[src/rtl/tta_pkg.sv]
/*
  constants and types for the teach threshold alarm unit.
  assumes a 200 MHz core clock and features delivered as unsigned words.
*/
package tta_pkg;
  localparam int unsigned CLK_MHZ          = 200;
  localparam int unsigned HOLD_MS          = 3000;
  localparam int unsigned HOLD_CYC         = HOLD_MS * 1000 * CLK_MHZ;
  localparam int unsigned FEAT_W           = 16;
  localparam int unsigned NFEAT            = 4;
  localparam int unsigned SEL_W            = 2;
  localparam logic [7:0]  SENS_MIN         = 8'h14;
  localparam logic [7:0]  SENS_MAX         = 8'hC8;
  localparam logic [7:0]  SENS_DEF         = 8'h50;
  localparam logic [7:0]  PCT_FULL         = 8'h64;
  localparam logic [10:0] CYC_MIN          = 11'h001;
  localparam logic [10:0] CYC_MAX          = 11'h7D0;
  localparam int unsigned CYC_UNIT_MS      = 50;
  localparam int unsigned CYC_UNIT_CLK     = CYC_UNIT_MS * 1000 * CLK_MHZ;
  localparam logic [FEAT_W-1:0] SIG_MARGIN = 16'h0010;
  localparam logic [2:0]  LED_GREEN        = 3'h1;
  localparam logic [2:0]  LED_YELLOW       = 3'h2;
  localparam logic [2:0]  LED_RED          = 3'h4;
  localparam logic [2:0]  LED_OFF          = 3'h0;

  typedef enum logic [2:0] {
    TTA_IDLE,
    TTA_NORMAL,
    TTA_ABNORMAL,
    TTA_CALC,
    TTA_MONITOR
  } tta_state_t;
endpackage

[src/rtl/tta_key_hold.sv]
/*
  key hold detector: synchronises a key pin and pulses once per hold.
  assumes the key is an asynchronous, active high pin.
*/
`timescale 1ns/1ps
module tta_key_hold #(
  parameter int unsigned HOLD = 600000000
) (
  // clock and reset
  input  wire logic i_core_clk,
  input  wire logic i_sys_rst,
  // key pin and arm
  input  wire logic i_key,
  input  wire logic i_arm,
  // pulse after full hold
  output logic      o_held
);
  logic [1:0]  sync_q;   // two-flop synchroniser
  logic [31:0] cnt_q;    // hold time counter
  logic        done_q;   // one pulse per press

  // synchroniser: second flop only is read
  always_ff @(posedge i_core_clk)
  begin
    if (i_sys_rst)
      sync_q <= 2'h0;
    else
      sync_q <= {sync_q[0], i_key};
  end

  // count while held and armed; release restarts
  always_ff @(posedge i_core_clk)
  begin
    if (i_sys_rst || !sync_q[1] || !i_arm)
    begin
      cnt_q  <= 32'h0;
      done_q <= 1'b0;
    end
    else if (!done_q && cnt_q == HOLD - 1)
      done_q <= 1'b1;
    else if (!done_q)
      cnt_q <= cnt_q + 32'h1;
  end

  // pulse exactly once when the hold completes
  assign o_held = sync_q[1] && i_arm && !done_q && cnt_q == HOLD - 1;
endmodule

[src/rtl/tta_alarm.sv]
/*
  teach threshold alarm unit: teaching sequence, threshold derivation and
  the monitoring comparators driving the status lamp and alarm outputs.
  assumes features arrive with a same-clock valid strobe per calc cycle.
*/
`timescale 1ns/1ps
module tta_alarm
  import tta_pkg::*;
#(
  parameter int unsigned HOLD_CYCLES = tta_pkg::HOLD_CYC,
  parameter int unsigned UNIT_CYCLES = tta_pkg::CYC_UNIT_CLK
) (
  // clock and reset
  input  wire logic                        i_core_clk,
  input  wire logic                        i_sys_rst,
  // front panel keys (pins)
  input  wire logic                        i_key_normal,
  input  wire logic                        i_key_abnormal,
  input  wire logic                        i_monitor_level_shown,
  // configuration
  input  wire logic [7:0]                  i_sensitivity,
  input  wire logic                        i_lower_limit,
  input  wire logic [10:0]                 i_feature_cycle_setting,
  input  wire logic                        i_warn_wr,
  input  wire logic [tta_pkg::FEAT_W-1:0]  i_warn_val,
  input  wire logic                        i_crit_wr,
  input  wire logic [tta_pkg::FEAT_W-1:0]  i_crit_val,
  // feature stream
  input  wire logic                        i_feat_valid,
  input  wire logic [tta_pkg::FEAT_W*tta_pkg::NFEAT-1:0] i_feat,
  // indicators and alarm outputs
  output logic                             o_teaching_indicator,
  output logic                             o_teach_success_indicator,
  output logic [2:0]                       o_status_led,
  output logic                             o_alarm_out1,
  output logic                             o_alarm_out2,
  output logic [tta_pkg::SEL_W-1:0]        o_feat_sel,
  output logic [tta_pkg::FEAT_W-1:0]       o_warn_thr,
  output logic [tta_pkg::FEAT_W-1:0]       o_crit_thr
);
  import tta_pkg::*;

  ////////////////////////////////////////////////////////////////////////
  tta_state_t        state_q;           // teaching sequencer
  logic              start_hold;        // normal key held long enough
  logic              end_hold;          // abnormal key held long enough
  logic [7:0]        sens_eff;          // clamped sensitivity
  logic [10:0]       fcyc_eff;          // clamped feature cycle setting
  logic [31:0]       win_cnt_q;         // normal-capture window clock
  logic [10:0]       win_units_q;       // elapsed 50 ms units
  logic              win_done;          // normal window over
  logic [FEAT_W-1:0] nmax_q [NFEAT];    // normal maxima
  logic [FEAT_W-1:0] amax_q [NFEAT];    // abnormal maxima
  logic              ngot_q;            // at least one normal sample
  logic              agot_q;            // at least one abnormal sample
  logic [SEL_W-1:0]  best_sel;          // most changed feature
  logic [FEAT_W-1:0] best_diff;         // its change
  logic [FEAT_W+7:0] scaled;            // abnormal maximum times sensitivity
  logic [FEAT_W-1:0] thr_calc;          // derived threshold
  logic              teach_ok;          // abnormal capture significant
  logic [FEAT_W-1:0] cur;               // monitored feature sample
  logic              warn_hit;          // warning judgment
  logic              crit_hit;          // critical judgment

  ////////////////////////////////////////////////////////////////////////
  // key hold detectors, armed only where each key has meaning
  tta_key_hold #(.HOLD(HOLD_CYCLES)) u_key_norm (
    .i_core_clk (i_core_clk),
    .i_sys_rst  (i_sys_rst),
    .i_key      (i_key_normal),
    .i_arm      (i_monitor_level_shown &&
                 (state_q == TTA_IDLE || state_q == TTA_MONITOR)),
    .o_held     (start_hold)
  );

  tta_key_hold #(.HOLD(HOLD_CYCLES)) u_key_abn (
    .i_core_clk (i_core_clk),
    .i_sys_rst  (i_sys_rst),
    .i_key      (i_key_abnormal),
    .i_arm      (state_q == TTA_ABNORMAL),
    .o_held     (end_hold)
  );

  ////////////////////////////////////////////////////////////////////////
  // out-of-range settings are clamped rather than rejected
  always_comb
  begin
    sens_eff = i_sensitivity;
    if (i_sensitivity < SENS_MIN)
      sens_eff = SENS_MIN;
    else if (i_sensitivity > SENS_MAX)
      sens_eff = SENS_MAX;
    fcyc_eff = i_feature_cycle_setting;
    if (i_feature_cycle_setting < CYC_MIN)
      fcyc_eff = CYC_MIN;
    else if (i_feature_cycle_setting > CYC_MAX)
      fcyc_eff = CYC_MAX;
  end

  ////////////////////////////////////////////////////////////////////////
  // normal-capture window: setting times 50 ms of clock
  always_ff @(posedge i_core_clk)
  begin
    if (i_sys_rst || state_q != TTA_NORMAL)
    begin
      win_cnt_q   <= 32'h0;
      win_units_q <= 11'h0;
    end
    else if (win_cnt_q == UNIT_CYCLES - 1)
    begin
      win_cnt_q   <= 32'h0;
      win_units_q <= win_units_q + 11'h1;
    end
    else
      win_cnt_q <= win_cnt_q + 32'h1;
  end
  assign win_done = (win_units_q >= fcyc_eff);

  ////////////////////////////////////////////////////////////////////////
  // per-feature maxima of normal and abnormal data
  always_ff @(posedge i_core_clk)
  begin
    if (i_sys_rst || start_hold)
    begin
      for (int k = 0; k < NFEAT; k++)
      begin
        nmax_q[k] <= '0;
        amax_q[k] <= '0;
      end
      ngot_q <= 1'b0;
      agot_q <= 1'b0;
    end
    else if (i_feat_valid && state_q == TTA_NORMAL)
    begin
      ngot_q <= 1'b1;
      for (int k = 0; k < NFEAT; k++)
        if (i_feat[k*FEAT_W +: FEAT_W] > nmax_q[k])
          nmax_q[k] <= i_feat[k*FEAT_W +: FEAT_W];
    end
    else if (i_feat_valid && state_q == TTA_ABNORMAL)
    begin
      agot_q <= 1'b1;
      for (int k = 0; k < NFEAT; k++)
        if (i_feat[k*FEAT_W +: FEAT_W] > amax_q[k])
          amax_q[k] <= i_feat[k*FEAT_W +: FEAT_W];
    end
  end

  ////////////////////////////////////////////////////////////////////////
  // feature with the largest change between the two sets
  always_comb
  begin
    logic [FEAT_W-1:0] d;
    d         = '0;
    best_sel  = '0;
    best_diff = '0;
    for (int k = 0; k < NFEAT; k++)
    begin
      d = (amax_q[k] > nmax_q[k]) ? amax_q[k] - nmax_q[k]
                                  : nmax_q[k] - amax_q[k];
      if (d > best_diff)
      begin
        best_diff = d;
        best_sel  = SEL_W'(k);
      end
    end
  end

  // threshold = abnormal maximum times sensitivity / 100
  assign scaled   = amax_q[best_sel] * sens_eff;
  assign thr_calc = FEAT_W'(scaled / PCT_FULL);
  assign teach_ok = agot_q && best_diff >= SIG_MARGIN;

  ////////////////////////////////////////////////////////////////////////
  // teaching sequencer
  always_ff @(posedge i_core_clk)
  begin
    if (i_sys_rst)
      state_q <= TTA_IDLE;
    else
      case (state_q)
        TTA_IDLE, TTA_MONITOR:
          if (start_hold)
            state_q <= TTA_NORMAL;
        TTA_NORMAL:
          if (win_done)
            state_q <= ngot_q ? TTA_ABNORMAL : TTA_IDLE;
        TTA_ABNORMAL:
          if (end_hold)
            state_q <= TTA_CALC;
        TTA_CALC:
          state_q <= teach_ok ? TTA_MONITOR : TTA_IDLE;
        default:
          state_q <= TTA_IDLE;
      endcase
  end

  // indicators follow the sequencer
  always_ff @(posedge i_core_clk)
  begin
    if (i_sys_rst)
    begin
      o_teaching_indicator      <= 1'b0;
      o_teach_success_indicator <= 1'b0;
    end
    else if (start_hold)
    begin
      o_teaching_indicator      <= 1'b0;
      o_teach_success_indicator <= 1'b0;
    end
    else if (state_q == TTA_NORMAL && win_done)
      o_teaching_indicator <= ngot_q;
    else if (state_q == TTA_CALC)
    begin
      o_teaching_indicator      <= 1'b0;
      o_teach_success_indicator <= teach_ok;
    end
  end

  ////////////////////////////////////////////////////////////////////////
  // thresholds: equal at teaching end, separately writable after
  always_ff @(posedge i_core_clk)
  begin
    if (i_sys_rst)
    begin
      o_warn_thr <= '0;
      o_crit_thr <= '0;
      o_feat_sel <= '0;
    end
    else if (state_q == TTA_CALC && teach_ok)
    begin
      o_warn_thr <= thr_calc;
      o_crit_thr <= thr_calc;
      o_feat_sel <= best_sel;
    end
    else
    begin
      if (i_warn_wr)
        o_warn_thr <= i_warn_val;
      if (i_crit_wr)
        o_crit_thr <= i_crit_val;
    end
  end

  ////////////////////////////////////////////////////////////////////////
  // judgments and outputs
  assign cur = i_feat[o_feat_sel*FEAT_W +: FEAT_W];
  assign warn_hit = i_lower_limit ? (cur < o_warn_thr)
                                  : (cur > o_warn_thr);
  assign crit_hit = i_lower_limit ? (cur < o_crit_thr)
                                  : (cur > o_crit_thr);

  always_ff @(posedge i_core_clk)
  begin
    if (i_sys_rst || state_q != TTA_MONITOR)
    begin
      o_alarm_out1 <= 1'b0;
      o_alarm_out2 <= 1'b0;
      o_status_led <= LED_OFF;
    end
    else if (i_feat_valid)
    begin
      o_alarm_out1 <= crit_hit;
      o_alarm_out2 <= warn_hit;
      o_status_led <= crit_hit ? LED_RED :
                      warn_hit ? LED_YELLOW : LED_GREEN;
    end
  end

  ////////////////////////////////////////////////////////////////////////
  // checks
  chk_out1_red: assert property (@(posedge i_core_clk) disable iff (i_sys_rst)
    o_alarm_out1 |-> o_status_led == LED_RED)
    else $error("alarm out1 without red lamp");
  chk_no_alarm_early: assert property (@(posedge i_core_clk)
    disable iff (i_sys_rst)
    state_q != TTA_MONITOR |=> !o_alarm_out1 && !o_alarm_out2)
    else $error("alarm outside monitoring");
  chk_thr_equal: assert property (@(posedge i_core_clk) disable iff (i_sys_rst)
    state_q == TTA_CALC && teach_ok |=> o_warn_thr == o_crit_thr)
    else $error("thresholds differ after teaching");
  chk_start_hold: assert property (@(posedge i_core_clk)
    disable iff (i_sys_rst)
    state_q == TTA_IDLE && $past(state_q) == TTA_IDLE ##1
    state_q == TTA_NORMAL |-> $past(start_hold))
    else $error("teaching started without hold");
  chk_end_hold: assert property (@(posedge i_core_clk) disable iff (i_sys_rst)
    end_hold && state_q == TTA_ABNORMAL |=> state_q == TTA_CALC)
    else $error("abnormal hold did not end teaching");
  chk_success_lamp: assert property (@(posedge i_core_clk)
    disable iff (i_sys_rst)
    state_q == TTA_CALC && teach_ok |=>
    o_teach_success_indicator && !o_teaching_indicator)
    else $error("success lamps wrong");
  chk_lamp_fail: assert property (@(posedge i_core_clk) disable iff (i_sys_rst)
    state_q == TTA_NORMAL && win_done && !ngot_q |=>
    !o_teaching_indicator && state_q == TTA_IDLE)
    else $error("teaching lamp lit on failed capture");
  chk_direct_abn: assert property (@(posedge i_core_clk)
    disable iff (i_sys_rst)
    state_q == TTA_NORMAL && win_done && ngot_q |=>
    state_q == TTA_ABNORMAL && o_teaching_indicator)
    else $error("abnormal capture did not follow");
  chk_warn_pol: assert property (@(posedge i_core_clk) disable iff (i_sys_rst)
    state_q == TTA_MONITOR && i_feat_valid && warn_hit |=> o_alarm_out2)
    else $error("warning not raised");
  chk_thr_scale: assert property (@(posedge i_core_clk)
    disable iff (i_sys_rst)
    state_q == TTA_CALC && teach_ok |=>
    o_crit_thr == FEAT_W'(((FEAT_W+8)'($past(amax_q[best_sel])) *
                           $past(sens_eff)) / PCT_FULL))
    else $error("threshold not scaled by sensitivity");

  cov_teach_done: cover property (@(posedge i_core_clk)
    state_q == TTA_CALC ##1 state_q == TTA_MONITOR);
  cov_warn: cover property (@(posedge i_core_clk) o_alarm_out2 && !o_alarm_out1);
  cov_crit: cover property (@(posedge i_core_clk) o_alarm_out1);
  cov_fail: cover property (@(posedge i_core_clk)
    state_q == TTA_NORMAL ##1 state_q == TTA_IDLE);
endmodule

[config.mk]
export PLATFORM = sky130hd
export DESIGN_NAME = tta_alarm
export DESIGN_NICKNAME = d
export VERILOG_FILES = /design/src/rtl/tta_pkg.sv /design/src/rtl/tta_key_hold.sv /design/src/rtl/tta_alarm.sv
export SDC_FILE = /design/constraint.sdc
export NUM_CORES = 2
export LEC_CHECK = 0
export BUFFER_PORTS_ARGS = -buffer_cell sky130_fd_sc_hd__buf_2
export CORE_MARGIN = 5
export CORE_UTILIZATION = 40
export CTS_BUF_LIST = sky130_fd_sc_hd__clkbuf_4 sky130_fd_sc_hd__clkbuf_8
export CTS_CLUSTER_SIZE = 28
export DETAILED_ROUTE_END_ITERATION = 10
export PLACE_DENSITY = 0.69
export SYNTH_ARGS = -nofsm -noshare
export SYNTH_HDL_FRONTEND = slang
export SYNTH_SLANG_ARGS = --single-unit
[constraint.sdc]
create_clock -name i_core_clk -period 24.6 [get_ports i_core_clk]
set_input_delay 4.92 -clock i_core_clk [delete_from_list [all_inputs] [get_ports i_core_clk]]
set_output_delay 4.92 -clock i_core_clk [all_outputs]
set_load 0.01 [all_outputs]
==> key figures <==
Setup path
  • Nature of the critical path endpoint: register
  • Critical Path RT: 25.17 ns
  • Startpoint Class: register
  • Crit path DAT: 24.25 ns
  • Crit Path Max Fanout: 29
  • CP top delay family: compound AO/OA/AOI/OAI gates
  • Bufs and invs on worst path: 11
  • Worst Setup Path Type: register to register
  • R2r worst-path depth: 98
  • Slowest stage delay, CP: 0.57 ns
  • Worst path depth: 98
  • CP dominant cell by count: a21o_1
  • Crit path max-delay cell type: or4b_1

Global routing
  • Initial antenna violation count: 16
  • Vias in the first global route: 27690
  • All-Layer GR Usage: 22.45%
  • Total gr overflow: 0
  • Pin count of the biggest net entering global routing: 58
  • Global-route wire length before repair: 155900 microns

Yosys
  • Ys async rst share: 0%
  • Post-synth top flop: dfxtp_1
  • Yosys warning count: 0
  • Syn_nets: 4402
  • Synth Area per Inst: 8.405 sq um
  • Adder-cell share of the synthesized area: 21.10%
  • Synth top area share: 15.29%
  • Main combinational cell family by area after synthesis: compound AO/OA/AOI/OAI gates
  • Area contributors post-synth: ha_1 15%, edfxtp_1 12%, dfxtp_1 9.9%, fa_1 5.8%, nor2_1 4.3%
  • Post-synthesis simple-gate area fraction: 19.97%
  • Number of synthesized flops with an enable pin: 128
  • Netlist cell types: 120
  • Mux contribution to synthesized area: 4.478%
  • Yosys reg bits: 286
  • Synth area leader: ha_1
  • Synth Area in XOR/XNOR: 5.365%
  • Mapped Area: 31910 sq um
  • Sequential area share after synthesis: 21.96%
  • Post-Synthesis Cells: 3796
  • Complex-gate fraction of the synthesized area: 21.40%

Cells and area
  • P&R area growth vs syn: 13.58%
  • Final nets: 4582
  • Post-route cell area: 36240 sq um
  • Share of cells above drive strength 1: 14.58%
  • Post-route insts no fill: 5081

Die
  • Starting Density: 40.39%
  • Core Rows: 103
  • Die area: 85510 sq um
  • Core ar.: 79000 sq um
  • Die width: 292.4 microns
  • I/O pins: 165
  • DIE HEIGHT: 292.4 microns

Flow run
  • Max-cap violations: 0

STA
  • Total Neg Setup Slack: 0 ns
  • Fin crit share: 96.25%
  • Fin. max-slew vios: 0
  • Final setup violating endpoints: 0
  • Post-layout min period: 23.68 ns
  • Clock Skew: 0.06775 ns
  • Slew margin rel.: 4.952%
  • Final hold vios: 0
  • FMAX: 0.04223 GHz
  • Worst slew pin tran: 1.426 ns
  • Final WS setup: 0.9221 ns

Drt
  • Post-route ant nets: 0
  • WL per Instance: 20.06 microns
  • Via count: 29170
  • DRT Pass-1 Iters: 6
  • Vias per cell: 5.741
  • DRC viols: 0
  • DRT Wirelength: 101900 microns
  • Drt initial violations: 2665

Place
  • DP Worst Slack: -0.1908 ns
  • DP Wirelength: 81280 microns
  • Buffers on Ports: 164
  • Post-DP Area: 33920 sq um
  • Dpl cells: 4926
  • Routability cong.: 1.015

Clocking
  • CTS buffer count: 54
  • Clock Path Buffers: 3
  • Htree depth: 2
  • Clk pin slew, worst setup/hold paths: 0.06 ns
  • Skew-Pair Late Insertion Delay: 0.68 ns
  • CTS tree: done
  • CTS Sinks: 286
  • Clk root buf: clkbuf_8

Outcome
  • Run status: finished, final reports clean

Worst hold path
  • Min-Delay Path Class: register to register
  • Hold Path Depth: 1
stage by stage:
stage	util, %	hold WS, ns
global route	45.84	0.4575
finish	45.87	0.4209
CTS	44.56	0.4383
floorplan	-	0.4138
detailed placement	42.94	0.4266
global placement	42.94	0.4187
cell usage in the layout (no fill, tap or decap), drive strengths merged, types with 73 or more instances in the layout:
master  synthesis  layout
xor2           93      93
fa             92      92
nor2b          73      73
nor2          368     368
nand2b         88      88
dfxtp         158     158
inv           331     331
edfxtp        128     128
o21ai         194     194
mux2i          77      77
xnor2          99      99
nand4          89      89
and2          150     150
clkbuf        101      85
nand2         197     197
nand3          89      89
a21o          166     166
buf            38     259
a21oi         257     259
ha            390     390
sequential cells by signal (all words and copies together), names as in the netlist, 2 cells and up:
register and count:
o_warn_thr 16, u_key_abn.cnt_q 32, amax_q 64, u_key_abn.sync_q 2
nmax_q 64, o_status_led 3, win_cnt_q 32, win_units_q 11
o_feat_sel 2, u_key_norm.cnt_q 32, u_key_norm.sync_q 2, o_crit_thr 16
state_q 3
what timing repair did:
action	4_1_cts	5_1_grt
hold buffers	0	0
resized for setup	4	131
gates cloned	1	3
endpoints found under the hold margin	0	0
endpoints found under the setup margin	4	10
buffers inserted	5	35
pin swaps	3	31
Yosys cell counts, types with 9 or more instances:
cell type / count
and4_1: 15
nor3_1: 57
a21oi_1: 252
nand2b_1: 88
or2_2: 19
xor2_1: 93
nand4_1: 89
mux2i_1: 72
a221o_1: 14
edfxtp_1: 128
xnor2_1: 95
o21ai_0: 169
a211oi_1: 57
nor4_1: 17
mux2_2: 22
o21bai_1: 22
fa_1: 92
a21o_1: 166
o21ai_1: 22
clkbuf_1: 100
and2_1: 149
dfxtp_1: 158
buf_1: 15
buf_2: 12
o22ai_1: 17
o31ai_1: 18
ha_1: 390
nor2b_1: 73
nand2_1: 194
nand3_1: 88
nor2_1: 367
and3_1: 34
buf_4: 9
a221oi_1: 11
o21a_1: 44
inv_1: 331
mux4_2: 16
a31oi_1: 25
or3_1: 25
o211ai_1: 29
path summary, 6_finish.rpt:
path	end	slack (ns)	start
hold reg to reg	u_key_abn.sync_q[1]	0.42	u_key_abn.sync_q[0]
setup reg to reg	o_crit_thr[0]	0.92	amax_q[1][0]
hold / removal	u_key_abn.sync_q[1]	0.42	u_key_abn.sync_q[0]
setup / recovery	o_crit_thr[0]	0.92	amax_q[1][0]
area by class of cell:
| cell class | instances | area [sq um] |
|---|---|---|
| antenna | 11 | 27.53 |
| sequential | 286 | 7007 |
| clock inverter | 16 | 165.2 |
| multi-input combinational | 3043 | 23860 |
| tap | 1050 | 1314 |
| inverter | 331 | 1242 |
| clock buffer | 84 | 1044 |
| fill | 7707 | 42760 |
| timing repair buffer | 260 | 1584 |
routing by layer:
metal	up-vias	track usage (%)	share of wire [%]
met3	236	4.671	8.7
met1	13880	30.95	43
met2	1085	35.44	44
li1	13970	-	-
met4	6	7.169	3.8
met5	-	0	0.034
cell families after synthesis:
group,Yosys count
buffers and inverters,470
muxes,117
AOI/OAI and AO/OA,996
adders and majority gates,483
DFF,286
and+or+nand+nor,1252
xor gates and xnor gates,192
Power is not shown: default switching activity piles up to over one toggle a cycle in this logic, so the estimate is an artifact.
